`src/rtl/bfs_consts.svh`:
```
// Timing counts, codes and reset values for the bridge fault supervisor
`ifndef BFS_CONSTS_SVH
`define BFS_CONSTS_SVH

`define BFS_CLK_PERIOD_NS 20
`define BFS_SD_FILTER_NS 2000
`define BFS_SD_FILTER_CYC ((`BFS_SD_FILTER_NS + `BFS_CLK_PERIOD_NS - 1) / `BFS_CLK_PERIOD_NS)
`define BFS_WARN_FILTER_NS 1000
`define BFS_WARN_FILTER_CYC ((`BFS_WARN_FILTER_NS + `BFS_CLK_PERIOD_NS - 1) / `BFS_CLK_PERIOD_NS)
`define BFS_OC_FILTER_NS 1000
`define BFS_OC_FILTER_CYC ((`BFS_OC_FILTER_NS + `BFS_CLK_PERIOD_NS - 1) / `BFS_CLK_PERIOD_NS)
`define BFS_RELEASE_MS 100
`define BFS_RELEASE_CYC (`BFS_RELEASE_MS * 1000000 / `BFS_CLK_PERIOD_NS)
`define BFS_DELAY_TIMEOUT_MS 1500
`define BFS_DELAY_CYC (`BFS_DELAY_TIMEOUT_MS * 1000000 / `BFS_CLK_PERIOD_NS)
`define BFS_CNT_W 32
`define BFS_EVT_W 8
`define BFS_CODE_RESET 3'h0
`define BFS_WARN_BAD_A 3'h2
`define BFS_WARN_BAD_B 3'h3
`define BFS_THR_FWD 4'h9
`define BFS_THR_REV 4'h6
`define BFS_IDX_LS0 0
`define BFS_IDX_LS1 1
`define BFS_IDX_HS0 2
`define BFS_IDX_HS1 3

`endif

```
`src/rtl/bfs_pkg.sv`:
```
// Types shared by the bridge fault supervisor
package bfs_pkg;
	typedef logic [2:0] bfs_code_t;
	typedef enum logic [1:0] {
		BFS_TH_NORMAL = 2'b00,
		BFS_TH_SHUTDOWN = 2'b01
	} bfs_therm_e;
endpackage

```
`src/rtl/bfs_filter.sv`:
```
// Two-direction debounce filter with separate rise and fall counts
`timescale 1ns/10ps
`default_nettype none
module bfs_filter
	import bfs_pkg::*;
#(
	parameter int unsigned RISE_CYC = 1,
	parameter int unsigned FALL_CYC = 1,
	parameter int unsigned W = 32
) (
	input wire logic clk_in,
	input wire logic rst_in,
	input wire logic ce_in,
	input wire logic raw_in,
	output logic filt_out
);
	logic [W-1:0] cnt;

	// Any agreeing sample restarts the count
	always_ff @(posedge clk_in) begin
		if (rst_in) begin
			cnt <= '0;
			filt_out <= 1'b0;
		end else if (ce_in) begin
			if (raw_in == filt_out) begin
				cnt <= '0;
			end else if (filt_out ? (cnt == W'(FALL_CYC - 1)) : (cnt == W'(RISE_CYC - 1))) begin
				filt_out <= raw_in;
				cnt <= '0;
			end else begin
				cnt <= cnt + 1'b1;
			end
		end
	end

	chk_rise_after_count: assert property (@(posedge clk_in) disable iff (rst_in)
		(ce_in && !filt_out && raw_in && cnt == W'(RISE_CYC - 1)) |=> filt_out)
		else $error("filter did not rise at full count");
	chk_no_early_rise: assert property (@(posedge clk_in) disable iff (rst_in)
		(!filt_out && cnt < W'(RISE_CYC - 1)) |=> !filt_out)
		else $error("filter rose before full count");
endmodule
`default_nettype wire

```
`src/rtl/bfs_supervisor.sv`:
```
// Bridge fault supervisor: thermal, over-current and load-short protection
// Behaviour
// - Warning threshold code, 3 bits, reset 000; codes 010 and 011 rejected.
// - Shutdown threshold code, 3 bits, all eight codes accepted, reset 000.
// - Shutdown comparator debounced about 2 us before acting.
// - With delay option on, wait the timeout before reducing upper limit.
// - End of thermal shutdown filtered 100 ms before release.
// - Warning comparator debounced about 1 us before recording warning.
// - Low-side over-current while on, past filter, disables bridge, latches flag.
// - Low-side flags clear on enabled diagnostic read, bridge-off fall, reset.
// - High-side over-current while on, past filter, tri-states bridge, latches flag.
// - High-side flags clear on enabled diagnostic read, bridge-off fall, reset.
// - Tracking reference is opposite low-side: LS1 forward, LS0 reverse.
// - Load-short thresholds: freewheel pair upper limit, other pair on-path.
// - Load-short results stored only while validity is asserted.
// - Filtered shutdown disables bridge, drops live and latched overheat flags.
// - Cooling below warning re-engages bridge regardless of latch or counter.
// - Latched warning clears only while temperature is below warning.
`timescale 1ns/10ps
`default_nettype none
`include "bfs_consts.svh"
module bfs_supervisor
	import bfs_pkg::*;
#(
	parameter int unsigned RELEASE_CYC = `BFS_RELEASE_CYC,
	parameter int unsigned DELAY_CYC = `BFS_DELAY_CYC
) (
	input wire logic REF_CLK_IN,
	input wire logic SYS_RST_IN,
	input wire logic CE_IN,
	input wire logic [2:0] WARN_SEL_IN,
	input wire logic [2:0] SD_SEL_IN,
	input wire logic DELAY_OPTION_ENABLE_IN,
	input wire logic READ_CLEAR_ENABLE_IN,
	input wire logic DIAG_READ_IN,
	input wire logic BRIDGE_OFF_INPUT_IN,
	input wire logic REVERSE_IN,
	input wire logic WARN_CMP_IN,
	input wire logic SD_CMP_IN,
	input wire logic [1:0] LS_ON_IN,
	input wire logic [1:0] HS_ON_IN,
	input wire logic [1:0] LS_TRIP_CMP_IN,
	input wire logic [1:0] HS_TRIP_CMP_IN,
	input wire logic [3:0] LOAD_SHORT_CMP_IN,
	input wire logic LOAD_SHORT_VALID_IN,
	output logic [2:0] WARN_THR_CODE_OUT,
	output logic [2:0] SD_THR_CODE_OUT,
	output logic LIVE_OVERHEAT_FLAG_N_OUT,
	output logic LATCHED_OVERHEAT_FLAG_N_OUT,
	output logic WARN_LIVE_OUT,
	output logic WARN_LATCHED_OUT,
	output logic REDUCE_LIMIT_OUT,
	output logic [`BFS_EVT_W-1:0] SHUTDOWN_EVENT_COUNTER_OUT,
	output logic [1:0] LOW_SIDE_OVERCURRENT_FLAG_OUT,
	output logic [1:0] HIGH_SIDE_OVERCURRENT_FLAG_OUT,
	output logic BRIDGE_DISABLE_OUT,
	output logic BRIDGE_TRISTATE_OUT,
	output logic TRACK_REF_LS1_OUT,
	output logic [3:0] LOAD_SHORT_THR_UPPER_OUT,
	output logic [3:0] LOAD_SHORT_FLAG_OUT
);
	localparam int unsigned SYNC_W = 11;

	logic [SYNC_W-1:0] sync_a;
	logic [SYNC_W-1:0] sync_b;
	logic off_prev;
	logic off_fall;
	logic off_rise;
	logic warn_sync;
	logic sd_sync;
	logic off_sync;
	logic [1:0] ls_trip_sync;
	logic [1:0] hs_trip_sync;
	logic [3:0] lsd_sync;
	logic warn_filt;
	logic sd_filt;
	logic [1:0] ls_filt;
	logic [1:0] hs_filt;
	logic [1:0] ls_filt_prev;
	logic [1:0] hs_filt_prev;
	logic [1:0] ls_set;
	logic [1:0] hs_set;
	logic oc_clear;
	bfs_therm_e therm;
	bfs_therm_e next_therm;
	logic [`BFS_CNT_W-1:0] delay_cnt;
	logic delay_done;

	function automatic logic warn_code_ok(input bfs_code_t code);
		warn_code_ok = (code != `BFS_WARN_BAD_A) && (code != `BFS_WARN_BAD_B);
	endfunction

	// Pins cross two flops; only the second stage is read
	always_ff @(posedge REF_CLK_IN) begin
		if (SYS_RST_IN) begin
			sync_a <= '0;
			sync_b <= '0;
		end else if (CE_IN) begin
			sync_a <= {LOAD_SHORT_CMP_IN, BRIDGE_OFF_INPUT_IN, HS_TRIP_CMP_IN, LS_TRIP_CMP_IN, SD_CMP_IN, WARN_CMP_IN};
			sync_b <= sync_a;
		end
	end

	assign warn_sync = sync_b[0];
	assign sd_sync = sync_b[1];
	assign ls_trip_sync = sync_b[3:2];
	assign hs_trip_sync = sync_b[5:4];
	assign off_sync = sync_b[6];
	assign lsd_sync = sync_b[10:7];

	always_ff @(posedge REF_CLK_IN) begin
		if (SYS_RST_IN) begin
			off_prev <= 1'b0;
		end else if (CE_IN) begin
			off_prev <= off_sync;
		end
	end

	assign off_fall = CE_IN && off_prev && !off_sync;
	assign off_rise = CE_IN && !off_prev && off_sync;

	// Threshold codes; an undefined warning code keeps the last good one
	always_ff @(posedge REF_CLK_IN) begin
		if (SYS_RST_IN) begin
			WARN_THR_CODE_OUT <= `BFS_CODE_RESET;
			SD_THR_CODE_OUT <= `BFS_CODE_RESET;
		end else if (CE_IN) begin
			if (warn_code_ok(WARN_SEL_IN)) begin
				WARN_THR_CODE_OUT <= WARN_SEL_IN;
			end
			SD_THR_CODE_OUT <= SD_SEL_IN;
		end
	end

	// Shutdown: debounced rise, long filtered release
	bfs_filter #(
		.RISE_CYC(`BFS_SD_FILTER_CYC),
		.FALL_CYC(RELEASE_CYC),
		.W(`BFS_CNT_W)
	) u_sd_filter (
		.clk_in(REF_CLK_IN),
		.rst_in(SYS_RST_IN),
		.ce_in(CE_IN),
		.raw_in(sd_sync),
		.filt_out(sd_filt)
	);

	bfs_filter #(
		.RISE_CYC(`BFS_WARN_FILTER_CYC),
		.FALL_CYC(1),
		.W(`BFS_CNT_W)
	) u_warn_filter (
		.clk_in(REF_CLK_IN),
		.rst_in(SYS_RST_IN),
		.ce_in(CE_IN),
		.raw_in(warn_sync),
		.filt_out(warn_filt)
	);

	genvar gi;
	generate
		for (gi = 0; gi < 2; gi++) begin : g_oc
			bfs_filter #(
				.RISE_CYC(`BFS_OC_FILTER_CYC),
				.FALL_CYC(1),
				.W(`BFS_CNT_W)
			) u_ls_filter (
				.clk_in(REF_CLK_IN),
				.rst_in(SYS_RST_IN),
				.ce_in(CE_IN),
				.raw_in(ls_trip_sync[gi] && LS_ON_IN[gi]),
				.filt_out(ls_filt[gi])
			);
			bfs_filter #(
				.RISE_CYC(`BFS_OC_FILTER_CYC),
				.FALL_CYC(1),
				.W(`BFS_CNT_W)
			) u_hs_filter (
				.clk_in(REF_CLK_IN),
				.rst_in(SYS_RST_IN),
				.ce_in(CE_IN),
				.raw_in(hs_trip_sync[gi] && HS_ON_IN[gi]),
				.filt_out(hs_filt[gi])
			);
		end
	endgenerate

	// Thermal state; release also waits for the warning comparator to drop
	always_comb begin
		next_therm = therm;
		case (therm)
			BFS_TH_NORMAL: begin
				if (sd_filt) begin
					next_therm = BFS_TH_SHUTDOWN;
				end
			end
			BFS_TH_SHUTDOWN: begin
				if (!sd_filt && !warn_sync) begin
					next_therm = BFS_TH_NORMAL;
				end
			end
			default: begin
				next_therm = BFS_TH_NORMAL;
			end
		endcase
	end

	always_ff @(posedge REF_CLK_IN) begin
		if (SYS_RST_IN) begin
			therm <= BFS_TH_NORMAL;
		end else if (CE_IN) begin
			therm <= next_therm;
		end
	end

	// Overheat flags, active low; set wins over clear
	always_ff @(posedge REF_CLK_IN) begin
		if (SYS_RST_IN) begin
			LIVE_OVERHEAT_FLAG_N_OUT <= 1'b1;
			LATCHED_OVERHEAT_FLAG_N_OUT <= 1'b1;
			SHUTDOWN_EVENT_COUNTER_OUT <= '0;
		end else if (CE_IN) begin
			LIVE_OVERHEAT_FLAG_N_OUT <= (next_therm != BFS_TH_SHUTDOWN);
			if (next_therm == BFS_TH_SHUTDOWN) begin
				LATCHED_OVERHEAT_FLAG_N_OUT <= 1'b0;
			end else if (DIAG_READ_IN || off_fall) begin
				LATCHED_OVERHEAT_FLAG_N_OUT <= 1'b1;
			end
			if (therm == BFS_TH_NORMAL && next_therm == BFS_TH_SHUTDOWN) begin
				if (SHUTDOWN_EVENT_COUNTER_OUT != {`BFS_EVT_W{1'b1}}) begin
					SHUTDOWN_EVENT_COUNTER_OUT <= SHUTDOWN_EVENT_COUNTER_OUT + 1'b1;
				end
			end else if ((DIAG_READ_IN || off_rise) && !warn_sync) begin
				SHUTDOWN_EVENT_COUNTER_OUT <= '0;
			end
		end
	end

	// Warning flags; the latch may not clear while hot
	always_ff @(posedge REF_CLK_IN) begin
		if (SYS_RST_IN) begin
			WARN_LIVE_OUT <= 1'b0;
			WARN_LATCHED_OUT <= 1'b0;
		end else if (CE_IN) begin
			WARN_LIVE_OUT <= warn_filt;
			if (warn_filt) begin
				WARN_LATCHED_OUT <= 1'b1;
			end else if (DIAG_READ_IN || off_fall) begin
				WARN_LATCHED_OUT <= 1'b0;
			end
		end
	end

	// Current-limit reduction timeout, restarts when the warning drops
	assign delay_done = (delay_cnt == `BFS_CNT_W'(DELAY_CYC - 1));

	always_ff @(posedge REF_CLK_IN) begin
		if (SYS_RST_IN) begin
			delay_cnt <= '0;
			REDUCE_LIMIT_OUT <= 1'b0;
		end else if (CE_IN) begin
			if (!warn_filt) begin
				delay_cnt <= '0;
			end else if (!delay_done) begin
				delay_cnt <= delay_cnt + 1'b1;
			end
			REDUCE_LIMIT_OUT <= warn_filt && (!DELAY_OPTION_ENABLE_IN || delay_done);
		end
	end

	// Over-current latches; a trip in the clear cycle still lands
	always_ff @(posedge REF_CLK_IN) begin
		if (SYS_RST_IN) begin
			ls_filt_prev <= '0;
			hs_filt_prev <= '0;
		end else if (CE_IN) begin
			ls_filt_prev <= ls_filt;
			hs_filt_prev <= hs_filt;
		end
	end

	assign ls_set = ls_filt & ~ls_filt_prev;
	assign hs_set = hs_filt & ~hs_filt_prev;
	assign oc_clear = (DIAG_READ_IN && READ_CLEAR_ENABLE_IN) || off_fall;

	always_ff @(posedge REF_CLK_IN) begin
		if (SYS_RST_IN) begin
			LOW_SIDE_OVERCURRENT_FLAG_OUT <= '0;
			HIGH_SIDE_OVERCURRENT_FLAG_OUT <= '0;
		end else if (CE_IN) begin
			LOW_SIDE_OVERCURRENT_FLAG_OUT <= ls_set | (LOW_SIDE_OVERCURRENT_FLAG_OUT & {2{!oc_clear}});
			HIGH_SIDE_OVERCURRENT_FLAG_OUT <= hs_set | (HIGH_SIDE_OVERCURRENT_FLAG_OUT & {2{!oc_clear}});
		end
	end

	assign BRIDGE_DISABLE_OUT = (therm == BFS_TH_SHUTDOWN) || (|LOW_SIDE_OVERCURRENT_FLAG_OUT);
	assign BRIDGE_TRISTATE_OUT = |HIGH_SIDE_OVERCURRENT_FLAG_OUT;

	// Tracking reference and load-short threshold selection per transistor
	always_ff @(posedge REF_CLK_IN) begin
		if (SYS_RST_IN) begin
			TRACK_REF_LS1_OUT <= 1'b1;
			LOAD_SHORT_THR_UPPER_OUT <= `BFS_THR_FWD;
		end else if (CE_IN) begin
			TRACK_REF_LS1_OUT <= !REVERSE_IN;
			LOAD_SHORT_THR_UPPER_OUT <= REVERSE_IN ? `BFS_THR_REV : `BFS_THR_FWD;
		end
	end

	always_ff @(posedge REF_CLK_IN) begin
		if (SYS_RST_IN) begin
			LOAD_SHORT_FLAG_OUT <= '0;
		end else if (CE_IN && LOAD_SHORT_VALID_IN) begin
			LOAD_SHORT_FLAG_OUT <= lsd_sync;
		end
	end

	chk_warn_code_legal: assert property (@(posedge REF_CLK_IN) disable iff (SYS_RST_IN)
		warn_code_ok(WARN_THR_CODE_OUT))
		else $error("undefined warning code accepted");
	chk_sd_code_follow: assert property (@(posedge REF_CLK_IN) disable iff (SYS_RST_IN)
		CE_IN |=> SD_THR_CODE_OUT == $past(SD_SEL_IN))
		else $error("shutdown code not taken");
	chk_shutdown_entry: assert property (@(posedge REF_CLK_IN) disable iff (SYS_RST_IN || !CE_IN)
		(therm == BFS_TH_NORMAL && sd_filt) |=> (therm == BFS_TH_SHUTDOWN) && !LIVE_OVERHEAT_FLAG_N_OUT
		&& !LATCHED_OVERHEAT_FLAG_N_OUT && BRIDGE_DISABLE_OUT)
		else $error("shutdown not entered with flags");
	chk_hot_no_release: assert property (@(posedge REF_CLK_IN) disable iff (SYS_RST_IN)
		(therm == BFS_TH_SHUTDOWN && (sd_filt || warn_sync)) |=> therm == BFS_TH_SHUTDOWN)
		else $error("bridge re-engaged while hot");
	chk_release_cool: assert property (@(posedge REF_CLK_IN) disable iff (SYS_RST_IN || !CE_IN)
		(therm == BFS_TH_SHUTDOWN && !sd_filt && !warn_sync) |=> therm == BFS_TH_NORMAL)
		else $error("bridge not re-engaged after cooling");
	chk_reduce_delay: assert property (@(posedge REF_CLK_IN) disable iff (SYS_RST_IN || !CE_IN)
		(DELAY_OPTION_ENABLE_IN && !delay_done) |=> !REDUCE_LIMIT_OUT)
		else $error("limit reduced before timeout");
	chk_reduce_now: assert property (@(posedge REF_CLK_IN) disable iff (SYS_RST_IN || !CE_IN)
		(!DELAY_OPTION_ENABLE_IN && warn_filt) |=> REDUCE_LIMIT_OUT)
		else $error("limit not reduced at once");
	chk_ls_disable: assert property (@(posedge REF_CLK_IN) disable iff (SYS_RST_IN || !CE_IN)
		(ls_set != 2'h0) |=> ((LOW_SIDE_OVERCURRENT_FLAG_OUT & $past(ls_set)) == $past(ls_set))
		&& BRIDGE_DISABLE_OUT)
		else $error("low-side trip not latched");
	chk_hs_tristate: assert property (@(posedge REF_CLK_IN) disable iff (SYS_RST_IN || !CE_IN)
		(hs_set != 2'h0) |=> ((HIGH_SIDE_OVERCURRENT_FLAG_OUT & $past(hs_set)) == $past(hs_set))
		&& BRIDGE_TRISTATE_OUT)
		else $error("high-side trip not latched");
	chk_oc_clear_edge: assert property (@(posedge REF_CLK_IN) disable iff (SYS_RST_IN)
		(off_fall && ls_set == 2'h0 && hs_set == 2'h0) |=> LOW_SIDE_OVERCURRENT_FLAG_OUT == 2'h0
		&& HIGH_SIDE_OVERCURRENT_FLAG_OUT == 2'h0)
		else $error("flags not cleared by bridge-off fall");
	chk_read_no_clear: assert property (@(posedge REF_CLK_IN) disable iff (SYS_RST_IN)
		(CE_IN && DIAG_READ_IN && !READ_CLEAR_ENABLE_IN && !off_fall && LOW_SIDE_OVERCURRENT_FLAG_OUT != 2'h0)
		|=> (LOW_SIDE_OVERCURRENT_FLAG_OUT & $past(LOW_SIDE_OVERCURRENT_FLAG_OUT))
		== $past(LOW_SIDE_OVERCURRENT_FLAG_OUT))
		else $error("flag cleared with read-clear off");
	chk_off_pulse: assert property (@(posedge REF_CLK_IN) disable iff (SYS_RST_IN)
		off_fall |=> !off_fall)
		else $error("clear pulse longer than a cycle");
	chk_lsd_hold: assert property (@(posedge REF_CLK_IN) disable iff (SYS_RST_IN)
		!(CE_IN && LOAD_SHORT_VALID_IN) |=> $stable(LOAD_SHORT_FLAG_OUT))
		else $error("load-short flags changed without validity");
	chk_warn_hot_hold: assert property (@(posedge REF_CLK_IN) disable iff (SYS_RST_IN)
		(warn_filt && WARN_LATCHED_OUT) |=> WARN_LATCHED_OUT)
		else $error("warning latch cleared while hot");
	chk_track_ref: assert property (@(posedge REF_CLK_IN) disable iff (SYS_RST_IN || !CE_IN)
		1'b1 |=> TRACK_REF_LS1_OUT == !$past(REVERSE_IN)
		&& LOAD_SHORT_THR_UPPER_OUT[`BFS_IDX_LS0] == !$past(REVERSE_IN))
		else $error("tracking reference wrong for direction");
endmodule
`default_nettype wire

```
`config.mk`:
```
export PLATFORM = sky130hd
export DESIGN_NAME = bfs_supervisor
export DESIGN_NICKNAME = d
export VERILOG_FILES = /design/src/rtl/bfs_pkg.sv /design/src/rtl/bfs_filter.sv /design/src/rtl/bfs_supervisor.sv
export VERILOG_INCLUDE_DIRS = /design/src /design/src/rtl
export SDC_FILE = /design/constraint.sdc
export NUM_CORES = 1
export LEC_CHECK = 0
export BUFFER_PORTS_ARGS = -buffer_cell sky130_fd_sc_hd__buf_2
export CAP_MARGIN = 20
export CORE_ASPECT_RATIO = 0.75
export CORE_MARGIN = 2
export CORE_UTILIZATION = 55
export DETAILED_ROUTE_END_ITERATION = 10
export PLACE_DENSITY = 0.85
export SLEW_MARGIN = 10
export SYNTH_ARGS = -nofsm -noshare
export SYNTH_HDL_FRONTEND = slang
export SYNTH_HIERARCHICAL = 1
export SYNTH_SLANG_ARGS = --single-unit
```
`constraint.sdc`:
```
create_clock -name REF_CLK_IN -period 2.2 [get_ports REF_CLK_IN]
set_clock_uncertainty 0.1 [all_clocks]
set_input_delay 0.22 -clock REF_CLK_IN [delete_from_list [all_inputs] [get_ports REF_CLK_IN]]
set_output_delay 0.22 -clock REF_CLK_IN [all_outputs]
set_load 0.005 [all_outputs]
```
# Word level (Yosys, flattened, before mapping)
# Index checks and enable logic that the tools add are counted.
[classes]
add_sub_neg = 8
n_eq_ne = 22
mux = 31
bitwise = 14
reduce_logical = 49
[op_table]
columns = ["operator", "n"]
rows = [
  ["two-way mux 32 bit", 14],
  ["adder 32 x 1 -> 32 bit, second input constant", 7],
  ["== test 32 x 6 -> 1 bit, second input constant", 5],
  ["zero test 32 bit", 5],
  ["== test 32 x 23 -> 1 bit, second input constant", 1],
  ["== test 32 x 27 -> 1 bit, second input constant", 1],
  ["== test 32 x 7 -> 1 bit, second input constant", 1],
  ["two-way mux 8 bit", 3],
  ["AND reduction 3 bit", 7],
  ["logical AND 1 bit", 15],
  ["two-way mux 1 bit", 10],
  ["adder 8 x 1 -> 8 bit, second input constant", 1],
  ["bitwise AND 2 bit", 4],
  ["!= test 8 bit, second input constant", 1],
  ["AND reduction 2 bit", 4],
  ["zero test 1 bit", 7],
  ["== test 1 bit", 6],
  ["!= test 3 x 2 -> 1 bit, second input constant", 2],
  ["inverter 1 bit", 6],
  ["nonzero test 2 bit", 3],
  ["logical OR 1 bit", 5],
  ["== test 2 x 1 -> 1 bit, second input constant", 2],
  ["two-way mux 2 bit", 2],
  ["two-way mux 4 bit", 1],
  ["other kinds (7)", 11],
]
[totals]
regBits = 291
inputBits = 29
output_inout_bits = 34
word_cells = 156

# Logic depth before layout (Yosys ltp)
# Gate-level depths: netlist of the first run.
[depth]
ltp_word = 8
depth_mapped = 8
mapped_depth_nobuf = 7

# Modules after synthesis
# Netlist of the first run, hierarchy kept.
[modules_own_cells]
columns = ["module", "n_inst", "cells_per_inst", "area_per_inst_um2", "seq_area_each_um2"]
rows = [
  ["bfs_filter at g_oc[0].u_hs_filter ...", 5, 243, 1949.4, 660.6],
  ["bfs_supervisor", 1, 441, 3913.8, 1801.7],
  ["bfs_filter at u_sd_filter", 1, 237, 2052.0, 660.6],
]

# Worst setup path after synthesis of the first run
# No wires, ideal clock.
[synth_path]
path_kind = "reg-to-reg"
start = "reg delay_cnt[0]"
end = "reg delay_cnt[16]"
setup_ns = 0.070
arrival_time_ns = 1.984
t_required_ns = 2.030
slack_ns = 0.046
path_stages_with_launch = 7
path_buffers = 0
synth_period_minus_slack_ns = 2.154
cell_sequence = "dfxtp_1 -> ha_1 -> nand3_1 -> or3_1 -> or3_2 -> or3_1 -> a21oi_1"
[synth_via]
elab_chain_cells = 3
word_cells_on_any_way = 6
cone_classes = "add/sub (1); eq/ne (2); mux (2); reduce/logical (1)"
[synth_lines]
columns = ["element", "line_no", "source"]
rows = [
  ["start, declared", "bfs_supervisor.sv:86", "logic [`BFS_CNT_W-1:0] delay_cnt;"],
  ["start signal, assigned", "bfs_supervisor.sv:265", "delay_cnt <= delay_cnt + 1'b1;"],
  ["adder 32 x 1 -> 32 bit or == test 32 x 27 -> 1 bit (tied branches)", "bfs_supervisor.sv:265, bfs_supervisor.sv:255", ""],
  ["two-way mux 32 bit or != test 2 bit (tied branches)", "--", ""],
  ["two-way mux 32 bit or AND reduction 2 bit (tied branches)", "--", ""],
]
# Parallel ways exist; a longest one is shown, timed or not. The select of a mux whose other input is x is not followed.
# A chain may end at the register's enable or synchronous reset.

# Worst setup path after layout of the first run
[layout_path]
start = "reg u_warn_filter.cnt[24]"
end = "reg u_warn_filter.cnt[10]"
[layout_via]
elab_chain_cells = 4
word_cells_on_any_way = 5
cone_classes = "eq/ne (1); mux (3); reduce/logical (1)"
[layout_lines]
columns = ["element", "line_no", "source"]
rows = [
  ["start, declared", "bfs_filter.sv:17", "logic [W-1:0] cnt;"],
  ["start signal, assigned", "bfs_filter.sv:31", "cnt <= cnt + 1'b1;"],
  ["== test 32 x 6 -> 1 bit or zero test 32 bit (tied branches)", "bfs_filter.sv:27", "end else if (filt_out ? (cnt == W'(FALL_CYC - 1)) : (cnt == W'(RISE_CYC - 1))) begin"],
  ["two-way mux 1 bit *", "bfs_filter.sv:27", ""],
  ["two-way mux 32 bit *", "bfs_filter.sv:27", ""],
  ["two-way mux 32 bit *", "bfs_filter.sv:25", "if (raw_in == filt_out) begin"],
]
# Every way passes the cells marked *; elsewhere a longest branch is shown, timed or not.

==> results.cfg, run 1 <==
[timing]
period_share_pct = 103
period_needed_ns = 2.27
finalHoldViolations = 0
setup_viol = 9
clock.fmax_ghz = 0.440
slew_violations = 0
slew_headroom_pct = 56.6
hold_ws_ns = 0.0829
rsz0062_at_grt = yes
fin_ws_ns = -0.0749
tightest_slew_ns = 0.649

[place]
place_congestion = 0.918
port_buffers = 62
place_area_sq_mm = 0.0172
hpwl_um = 30600

[grt]
overflow = 0
grt_usage_pct = 30.4
grt_max_degree = 36
grt_pass1_wl_um = 76000
antenna_found_initial = 0
first_global_vias = 15300

[routing]
dr_total_vias = 16900
drt_iter0_drc = 2233
via_per_inst = 6.78
drt-pass1-iter-count = 7
wl_um = 49100
drc = 0
postRouteAntennaNets = 0
post_drt_wl_per_cell_um = 19.7

[logic_synthesis]
synth-edff-count = 0
netlist_area_sq_mm = 0.0157
ys_async_sr_fraction_pct = 0
synth_ff_type = dfxtp_1
synthCells = 1893
ys_seq_elements = 288
seq_area_frac_synth_pct = 36.7
ys.warnings.count = 6
synth_cell_types = 87
avgSynthCellArea_sq_um = 8.30
syn_nets = 1940

[floorplanning]
row_count = 53
coreArea_sq_mm = 0.0281
start_util_pct = 56.0
die_w_um = 199
die-area_sq_mm = 0.0300
ios = 63
die_h_um = 150

[clock_network]
cts_made_buffers = 30
clkTransAtPathRegs_ns = 0.06
h-tree-depth = 1
clock_sinks = 288
clockBufferDepth = 3
clock_latency_ns = 0.56
cts_tree = yes
clock-root-buffer = clkbuf_16

[worst_setup_path]
end_kind = register
worstReg2RegStart = u_warn_filter/cnt[24]
r2r_cells = 6
critPathRequiredTime_ns = 2.55
path_cells = nor4_1 > and4_4 > a31o_2 > buf_4 > nor4_1 > a311o_1
r2r_end = u_warn_filter/cnt[10]
worst_ep_arrival_time_ns = 2.63
max_stage_delay_ns = 0.49
cp_common_cell = nor4_1
path_max_fanout = 13
critPathKind = reg2reg
worstSetupStartpointType = register
r2r_slack_ns = -0.07
crit_slowest_cell = nor4_1

[cells_and_area]
syn2layout_area_growth_pct = 22.5
ff_latch_area_sq_mm = 0.00582
design_area_sq_mm = 0.0192
fin_util_pct = 68.6
multi_input_area_sq_mm = 0.00954
diodes = 0
fin_nets = 2129
drive_above_1_share_pct = 21.0
num-fill-cells = 2048

[power_and_ir_drop]
ir_drop_mv = 0.690
swShare_pct = 22.6
power.clock.fraction_pct = 50.0
power_switching_mw = 2.67
pwr-share-comb_pct = 5.4
p_seq_share_pct = 44.6
p_int_mw = 9.17
p_leak_nw = 6.75
powerDensity_mw_per_mm2 = 616

[worst_hold_path]
hold_start = DIAG_READ_IN
min_path_cells = 3
hold_class = in2reg
min_to = LATCHED_OVERHEAT_FLAG_N_OUT

[run_status]
outcome = finished with violations
violations = setup timing

[run]
max-cap-violations = 0
==> what timing repair did <==
item	in CTS	in global routing
hold buffers	26	0
setup buffers	3	21
cloned	0	2
hold endpoints to repair	29	0
setup endpoints to repair	14	96
gates resized for setup	9	93
pin swaps	1	14
==> cell families after synthesis <==
logic type	share of synthesized area [%]
buffers and inverters	4.75
xor gates and xnor gates	1.95
adders and majority gates	1.43
and+or+nand+nor	33.1
AOI/OAI and AO/OA	19.0
muxes	3.07
DFF	36.7
==> synthesized netlist by cell type, drive strengths merged, types with 12 or more instances <==
library cell / instances / area [sq um]
nor3: 50 / 250
xnor2: 27 / 236
nand4: 97 / 688
and3: 41 / 263
a22o: 32 / 280
a31oi: 97 / 607
o211ai: 12 / 90.1
nand3: 100 / 553
or2: 12 / 75.1
ha: 18 / 225
mux2i: 46 / 460
or3: 46 / 294
inv: 72 / 270
o21ai: 44 / 220
a31o: 23 / 201
o31ai: 29 / 218
dfxtp: 288 / 5770
or4: 39 / 297
nand4b: 17 / 149
nor2b: 12 / 75.1
nor2: 166 / 623
o311ai: 22 / 208
and2: 21 / 131
nand2b: 13 / 81.3
a21oi: 40 / 200
buf: 19 / 131
clkbuf: 87 / 345
nor4: 77 / 532
and4: 30 / 265
nand2: 169 / 634
==> cell usage in the layout, fill, tap and decap left out, drive strengths merged, types with 22 or more instances in the layout <==
master,Yosys,routed
dlygate4sd3,0,26
clkbuf,87,41
a31oi,97,97
xnor2,27,27
nor3,50,50
or4,39,39
nand3,100,100
mux2i,46,46
a31o,23,23
and3,41,41
o311ai,22,22
o31ai,29,29
o21ai,44,44
buf,19,235
a21oi,40,40
inv,72,72
nand2,169,169
nand4,97,97
and4,30,30
or3,46,46
nor2,166,166
a22o,32,32
nor4,77,77
dfxtp,288,288
==> how the worst max path moves through the flow <==
| stage | from | to | slack, ns |
|---|---|---|---|
| 2_1_floorplan | delay_cnt[0] | delay_cnt[16] | 0.05 |
| 3_3_place_gp | delay_cnt[0] | delay_cnt[28] | 0.04 |
| 3_5_place_dp | delay_cnt[12] | delay_cnt[21] | -0.05 |
| 4_1_cts | delay_cnt[13] | delay_cnt[21] | -0.0004 |
| 5_1_grt | g_oc[1].u_hs_filter/cnt[0] | g_oc[1].u_hs_filter/cnt[30] | -0.09 |
| 6_report | u_warn_filter/cnt[24] | u_warn_filter/cnt[10] | -0.07 |
==> per-stage QoR <==
stage / total power [mW] / setup slack, ns / cells / setup TNS, ns
after floorplan: 5.73 / 0.0460 / 1893 / 0
after global placement: 5.93 / 0.0436 / 2381 / 0
after detailed placement: 5.95 / -0.0501 / 2381 / -0.0764
after CTS: 11.8 / -0.000408 / 2466 / -0.000408
after global routing: 12.1 / -0.0914 / 2491 / -1.22
final: 11.8 / -0.0749 / 2491 / -0.265
==> power by group through the flow <==
stage	clock, mW	sequential, mW	combinational [mW]
detailed placement	0	5.40	0.553
CTS	5.92	5.28	0.597
global placement	0	5.40	0.535
floorplan	0	5.39	0.332
finish	5.92	5.28	0.642
global route	6.14	5.28	0.678
==> worst max-delay path: cells and delay by family, from the launching register on <==
| kind | cells | cell delay (ns) |
|---|---|---|
| simple gates | 3 | 0.94 |
| flops | 1 | 0.36 |
| buf+inv | 1 | 0.24 |
| compound gates | 2 | 0.52 |
==> final cells by class <==
| class | instances | share of cell area, % |
|---|---|---|
| clock buffer | 41 | 4.49 |
| inverter | 72 | 1.42 |
| clock inverter | 15 | 1.48 |
| tap | 385 | 2.50 |
| timing repair buffer | 262 | 10.3 |
| sequential | 288 | 30.2 |
| multi-input combinational | 1428 | 49.6 |
==> state kept, by name, summed over array words and instances, names as in the netlist, 3 cells and up <==
name and cells:
LOAD_SHORT_FLAG_OUT 4, SD_THR_CODE_OUT 3, SHUTDOWN_EVENT_COUNTER_OUT 8, WARN_THR_CODE_OUT 3, delay_cnt 32, g_oc.u_hs_filter/cnt 64
g_oc.u_ls_filter/cnt 64, sync_a 11, sync_b 11, u_sd_filter/cnt 32, u_warn_filter/cnt 32
==> per-layer routing <==
metal	global-route usage (%)	vias up	part of all wire [%]	wire length (um)
met1	41.8	8009	42	20500
met4	12.5	0	3.9	1930
met5	0	-	0	0
li1	-	7646	-	-
met3	4.77	195	9.4	4630
met2	47.9	1031	45	22000
No activity file was read; power rests on OpenSTA's default activity.
==> inputs of run 2 (changes only) <==
Settings changed: CELL_PAD_IN_SITES_DETAIL_PLACEMENT from default to 0, CELL_PAD_IN_SITES_GLOBAL_PLACEMENT from default to 1, CORE_UTILIZATION 55 to 51, PLACE_DENSITY 0.85 to 0.95.
Clock period 2.2 ns to 2.9 ns, I/O delays scaled along.
==> run 2 against run 1 <==
Effect of this change:
- the run now ends clean
- worst setup slack improved by 0.44 ns
- combinational power decreased by 33%
- worst hold slack lost 0.043 ns
==> results.cfg, run 2 (synthesis gave the netlist of run 1 again) <==
[routing]
postRouteAntennaNets = 0
drc = 0
drt-pass1-iter-count = 5
via_per_inst = 6.50
dr_total_vias = 15400
post_drt_wl_per_cell_um = 18.2
wl_um = 43200
drt_iter0_drc = 1277

[timing]
finalHoldViolations = 0
fin_ws_ns = 0.370
slew_violations = 0
period_share_pct = 87.3
rsz0062_at_grt = no
period_needed_ns = 2.53
slew_headroom_pct = 38.1
clock.fmax_ghz = 0.395
setup_viol = 0
tightest_slew_ns = 0.926
tns_ns = 0

[worst_setup_path]
worstSetupStartpointType = register
cp-startpoint = g_oc[1].u_hs_filter/cnt[17]
path_cells = nor4_1 > and4_1 > a31o_2 > nor2_1 > a221o_1
path_max_fanout = 25
max_stage_delay_ns = 0.53
cpLargestDelayFamily = simple AND/OR/NAND/NOR gates
critPathKind = reg2reg
crit_slowest_cell = a31o_2
end_kind = register
worstReg2RegStart = g_oc[1].u_hs_filter/cnt[17]
worst_ep_arrival_time_ns = 2.90
path_buf_inv = 0
critPathRequiredTime_ns = 3.27

[cells_and_area]
instances_no_fill = 2377
layout_common_cells = 288 x dfxtp_1, 169 x nand2_1, 166 x nor2_1
layout_commonest_cell = dfxtp_1
diodes = 0
largest_registers = g_oc.u_hs_filter/cnt (64), g_oc.u_ls_filter/cnt (64)
num-fill-cells = 2621
syn2layout_area_growth_pct = 13.1
fin_nets = 2004
drive_above_1_share_pct = 12.4

[floorplanning]
coreArea_sq_mm = 0.0302
die_w_um = 207
die_h_um = 156
row_count = 55
start_util_pct = 52.0
ios = 63
die-area_sq_mm = 0.0322

[grt]
grt_max_degree = 40
overflow = 0
antenna_found_initial = 0
first_global_vias = 14200
grt_pass1_wl_um = 71200
grt_usage_pct = 26.3

[place]
hpwl_um = 28400
place_congestion = 0.878
post-place-ws_ns = 0.413
place_inst = 2301
port_buffers = 62

[clock_network]
cts_hold_buf = 21
cts_made_buffers = 30
clkTransAtPathRegs_ns = 0.06
clock-root-buffer = clkbuf_16
ctsResizeCount = 0
clockBufferDepth = 3
h-tree-depth = 1
cts_tree = yes
clock_latency_ns = 0.58
clock_sinks = 288
cts_setup_buffers = 0

[worst_hold_path]
hold_start = HS_ON_IN[0]
hold_class = in2reg

[power_and_ir_drop]
p_leak_nw = 5.93
ir_drop_mv = 0.460
powerDensity_mw_per_mm2 = 485

[run]
max-cap-violations = 0

[run_status]
outcome = complete, no violations
-- run 2: power breakdown --
| group | internal (mW) | switching (mW) |
|---|---|---|
| Clock | 2.51 | 1.67 |
| Combinational | 0.149 | 0.279 |
| Sequential | 3.98 | 0.0260 |
| Total | 6.65 | 1.97 |
-- run 2: final cells by class --
cell class / count / area (sq um) / share of cell area [%]
clock inverters: 12 / 195 / 1.10
flip-flops and latches: 288 / 5770 / 32.4
repair buffers: 138 / 950 / 5.34
clock buffers: 41 / 863 / 4.86
well taps: 399 / 499 / 2.81
multi-input cells: 1427 / 9240 / 51.9
inverters: 72 / 270 / 1.52
-- run 2: stage by stage --
step,power [mW],hold WS (ns),area [sq um],util [%]
6_report,8.62,0.0397,17800,58.8
3_5_place_dp,4.49,0.349,16500,54.6
2_1_floorplan,4.34,0.259,15700,-
5_1_grt,8.86,0.0454,17800,58.8
4_1_cts,8.67,0.0308,17800,58.8
3_3_place_gp,4.48,0.343,16500,54.5
-- run 2: layer usage --
layer	up-vias	routed length (um)	track usage [%]	share of wire, %
li1	7408	-	-	-
met1	7429	20600	38.9	48
met2	533	18800	39.7	43
met3	76	2810	3.30	6.5
met4	0	1070	7.96	2.5
met5	-	0	0	0
-- run 2: worst paths after layout --
kind / endpoint / slack [ns] / cells after the start
worst max register to register: g_oc[1].u_hs_filter/cnt[7] / 0.37 / 5
worst min-delay path: g_oc[0].u_hs_filter/filt_out / 0.04 / 4
worst min register to register: LOAD_SHORT_FLAG_OUT[1] / 0.36 / 2
worst max-delay path: g_oc[1].u_hs_filter/cnt[7] / 0.37 / 5
-- run 2: worst register-to-register path: cells and delay by family, from the launching register on --
family / cells / cell delay (ns)
and+or+nand+nor: 3 / 1.04
AOI/OAI and AO/OA: 2 / 0.90
DFF: 1 / 0.38
==> inputs of run 3 (changes only) <==
Settings changed: CORE_UTILIZATION 51 to 49, CTS_BUF_LIST from default to sky130_fd_sc_hd__clkbuf_8, PLACE_DENSITY 0.95 to 0.92.
Clock period 2.9 ns to 2.8 ns, I/O delays scaled along.
==> run 3 against run 2 <==
Effect of this change:
- core utilization shrank 2.2 points
- critical path type unchanged
- worst setup slack gained 0.032 ns
- fmax grew 5.5%
- critical endpoint unchanged
- power shrank 2.8%
- non-clock buffer count grew 9
==> results.cfg, run 3 (synthesis gave the netlist of run 1 again) <==
[grt]
antenna_found_initial = 0
grt_pass1_wl_um = 71400
grt_usage_pct = 25.0
grt_max_degree = 37
overflow = 0
first_global_vias = 14100

[timing]
setup_viol = 0
slew_headroom_pct = 41.9
tightest_slew_ns = 0.865
tns_ns = 0
period_needed_ns = 2.40
slew_violations = 0
rsz0062_at_grt = no
period_share_pct = 85.7
finalHoldViolations = 0
clock.fmax_ghz = 0.417

[power_and_ir_drop]
power_switching_mw = 2.05
finalPower_mw = 8.38
p_seq_share_pct = 49.6
p_leak_nw = 6.03
p_int_mw = 6.33
ir_drop_mv = 0.268
power.clock.fraction_pct = 45.0
powerDensity_mw_per_mm2 = 471
pwr-share-comb_pct = 5.4
swShare_pct = 24.4

[worst_setup_path]
critPathKind = reg2reg
worst_ep_arrival_time_ns = 2.76
worstReg2RegStart = g_oc[1].u_hs_filter/cnt[20]
cpLargestDelayFamily = simple AND/OR/NAND/NOR gates
critPathRequiredTime_ns = 3.16
crit_slowest_cell = a31o_2
path_buf_inv = 0
path_max_fanout = 25
max_stage_delay_ns = 0.53
path_cells = nor4_1 > and4_1 > a31o_2 > nor2_1 > a221o_1
worstSetupStartpointType = register
cp-startpoint = g_oc[1].u_hs_filter/cnt[20]
end_kind = register

[place]
place_congestion = 0.891
place_area_sq_mm = 0.0166
port_buffers = 62
hpwl_um = 29000

[routing]
dr_total_vias = 15400
post_drt_wl_per_cell_um = 17.8
via_per_inst = 6.35
wl_um = 43200
drc = 0
postRouteAntennaNets = 0
drt_iter0_drc = 1249
drt-pass1-iter-count = 6

[run]
max-cap-violations = 0

[clock_network]
clockBufferDepth = 3
clock_latency_ns = 0.58
clkTransAtPathRegs_ns = 0.06
cts_tree = yes
clock-root-buffer = clkbuf_8
clock_sinks = 288
cts_made_buffers = 49
ctsResizeCount = 0
h-tree-depth = 2

[floorplanning]
die_w_um = 211
die_h_um = 159
ios = 63
coreArea_sq_mm = 0.0314
start_util_pct = 50.1
row_count = 56
die-area_sq_mm = 0.0335

[run_status]
outcome = complete, no violations

[cells_and_area]
design_area_sq_mm = 0.0178
largest_registers = g_oc.u_hs_filter/cnt (64), g_oc.u_ls_filter/cnt (64)
fin_nets = 2032
diodes = 0
drive_above_1_share_pct = 13.5
layout_commonest_cell = dfxtp_1
syn2layout_area_growth_pct = 13.1
layout_common_cells = 288 x dfxtp_1, 169 x nand2_1, 166 x nor2_1

[worst_hold_path]
hold_start = LS_ON_IN[0]
hold_class = in2reg
## run 3: what timing repair did
item,CTS,global route
setup buffers,0,0
hold buffers,23,0
endpoints found under the hold margin,25,0
## run 3: layer usage
metal | share of wire, % | track usage (%)
met5 | 0 | 0
met4 | 2.5 | 7.71
met3 | 5.9 | 3.75
met2 | 44 | 38.0
met1 | 47 | 36.5
## run 3: layout make-up
class	count	area [sq um]
clock buffers	61	840
clock inverters	25	128
fillers	2888	13600
inverters	72	270
multi-input cells	1427	9240
flip-flops and latches	288	5770
well taps	406	508
repair buffers	147	1020
## run 3: worst paths after layout
| path | to | slack (ns) | cells after the start |
|---|---|---|---|
| max | g_oc[1].u_hs_filter/cnt[7] | 0.40 | 5 |
| min | g_oc[0].u_ls_filter/filt_out | 0.04 | 4 |
| max reg2reg | g_oc[1].u_hs_filter/cnt[7] | 0.40 | 5 |
| min reg2reg | LOAD_SHORT_FLAG_OUT[0] | 0.35 | 2 |
## run 3: stage by stage
step	hold slack [ns]	utilization (%)	std cells	worst slack, ns
CTS	0.00444	56.6	2426	0.443
global placement	0.341	52.8	2317	0.462
detailed placement	0.349	52.8	2317	0.460
floorplan	0.249	-	1893	0.646
finish	0.0420	56.6	2426	0.402
global route	0.0445	56.6	2426	0.263
## run 3: tightest hold or removal path: stages
cell     delay [ns]
buf_2          0.07
and2_1         0.16
mux2i_1        0.08
nor2_1         0.08
## run 3: power groups by stage
stage	sequential [mW]	clock (mW)	combinational, mW
final	4.15	3.77	0.451
after global routing	4.15	4.07	0.489
after CTS	4.15	3.90	0.444
after detailed placement	4.24	0	0.418
after global placement	4.24	0	0.411
after floorplan	4.24	0	0.261
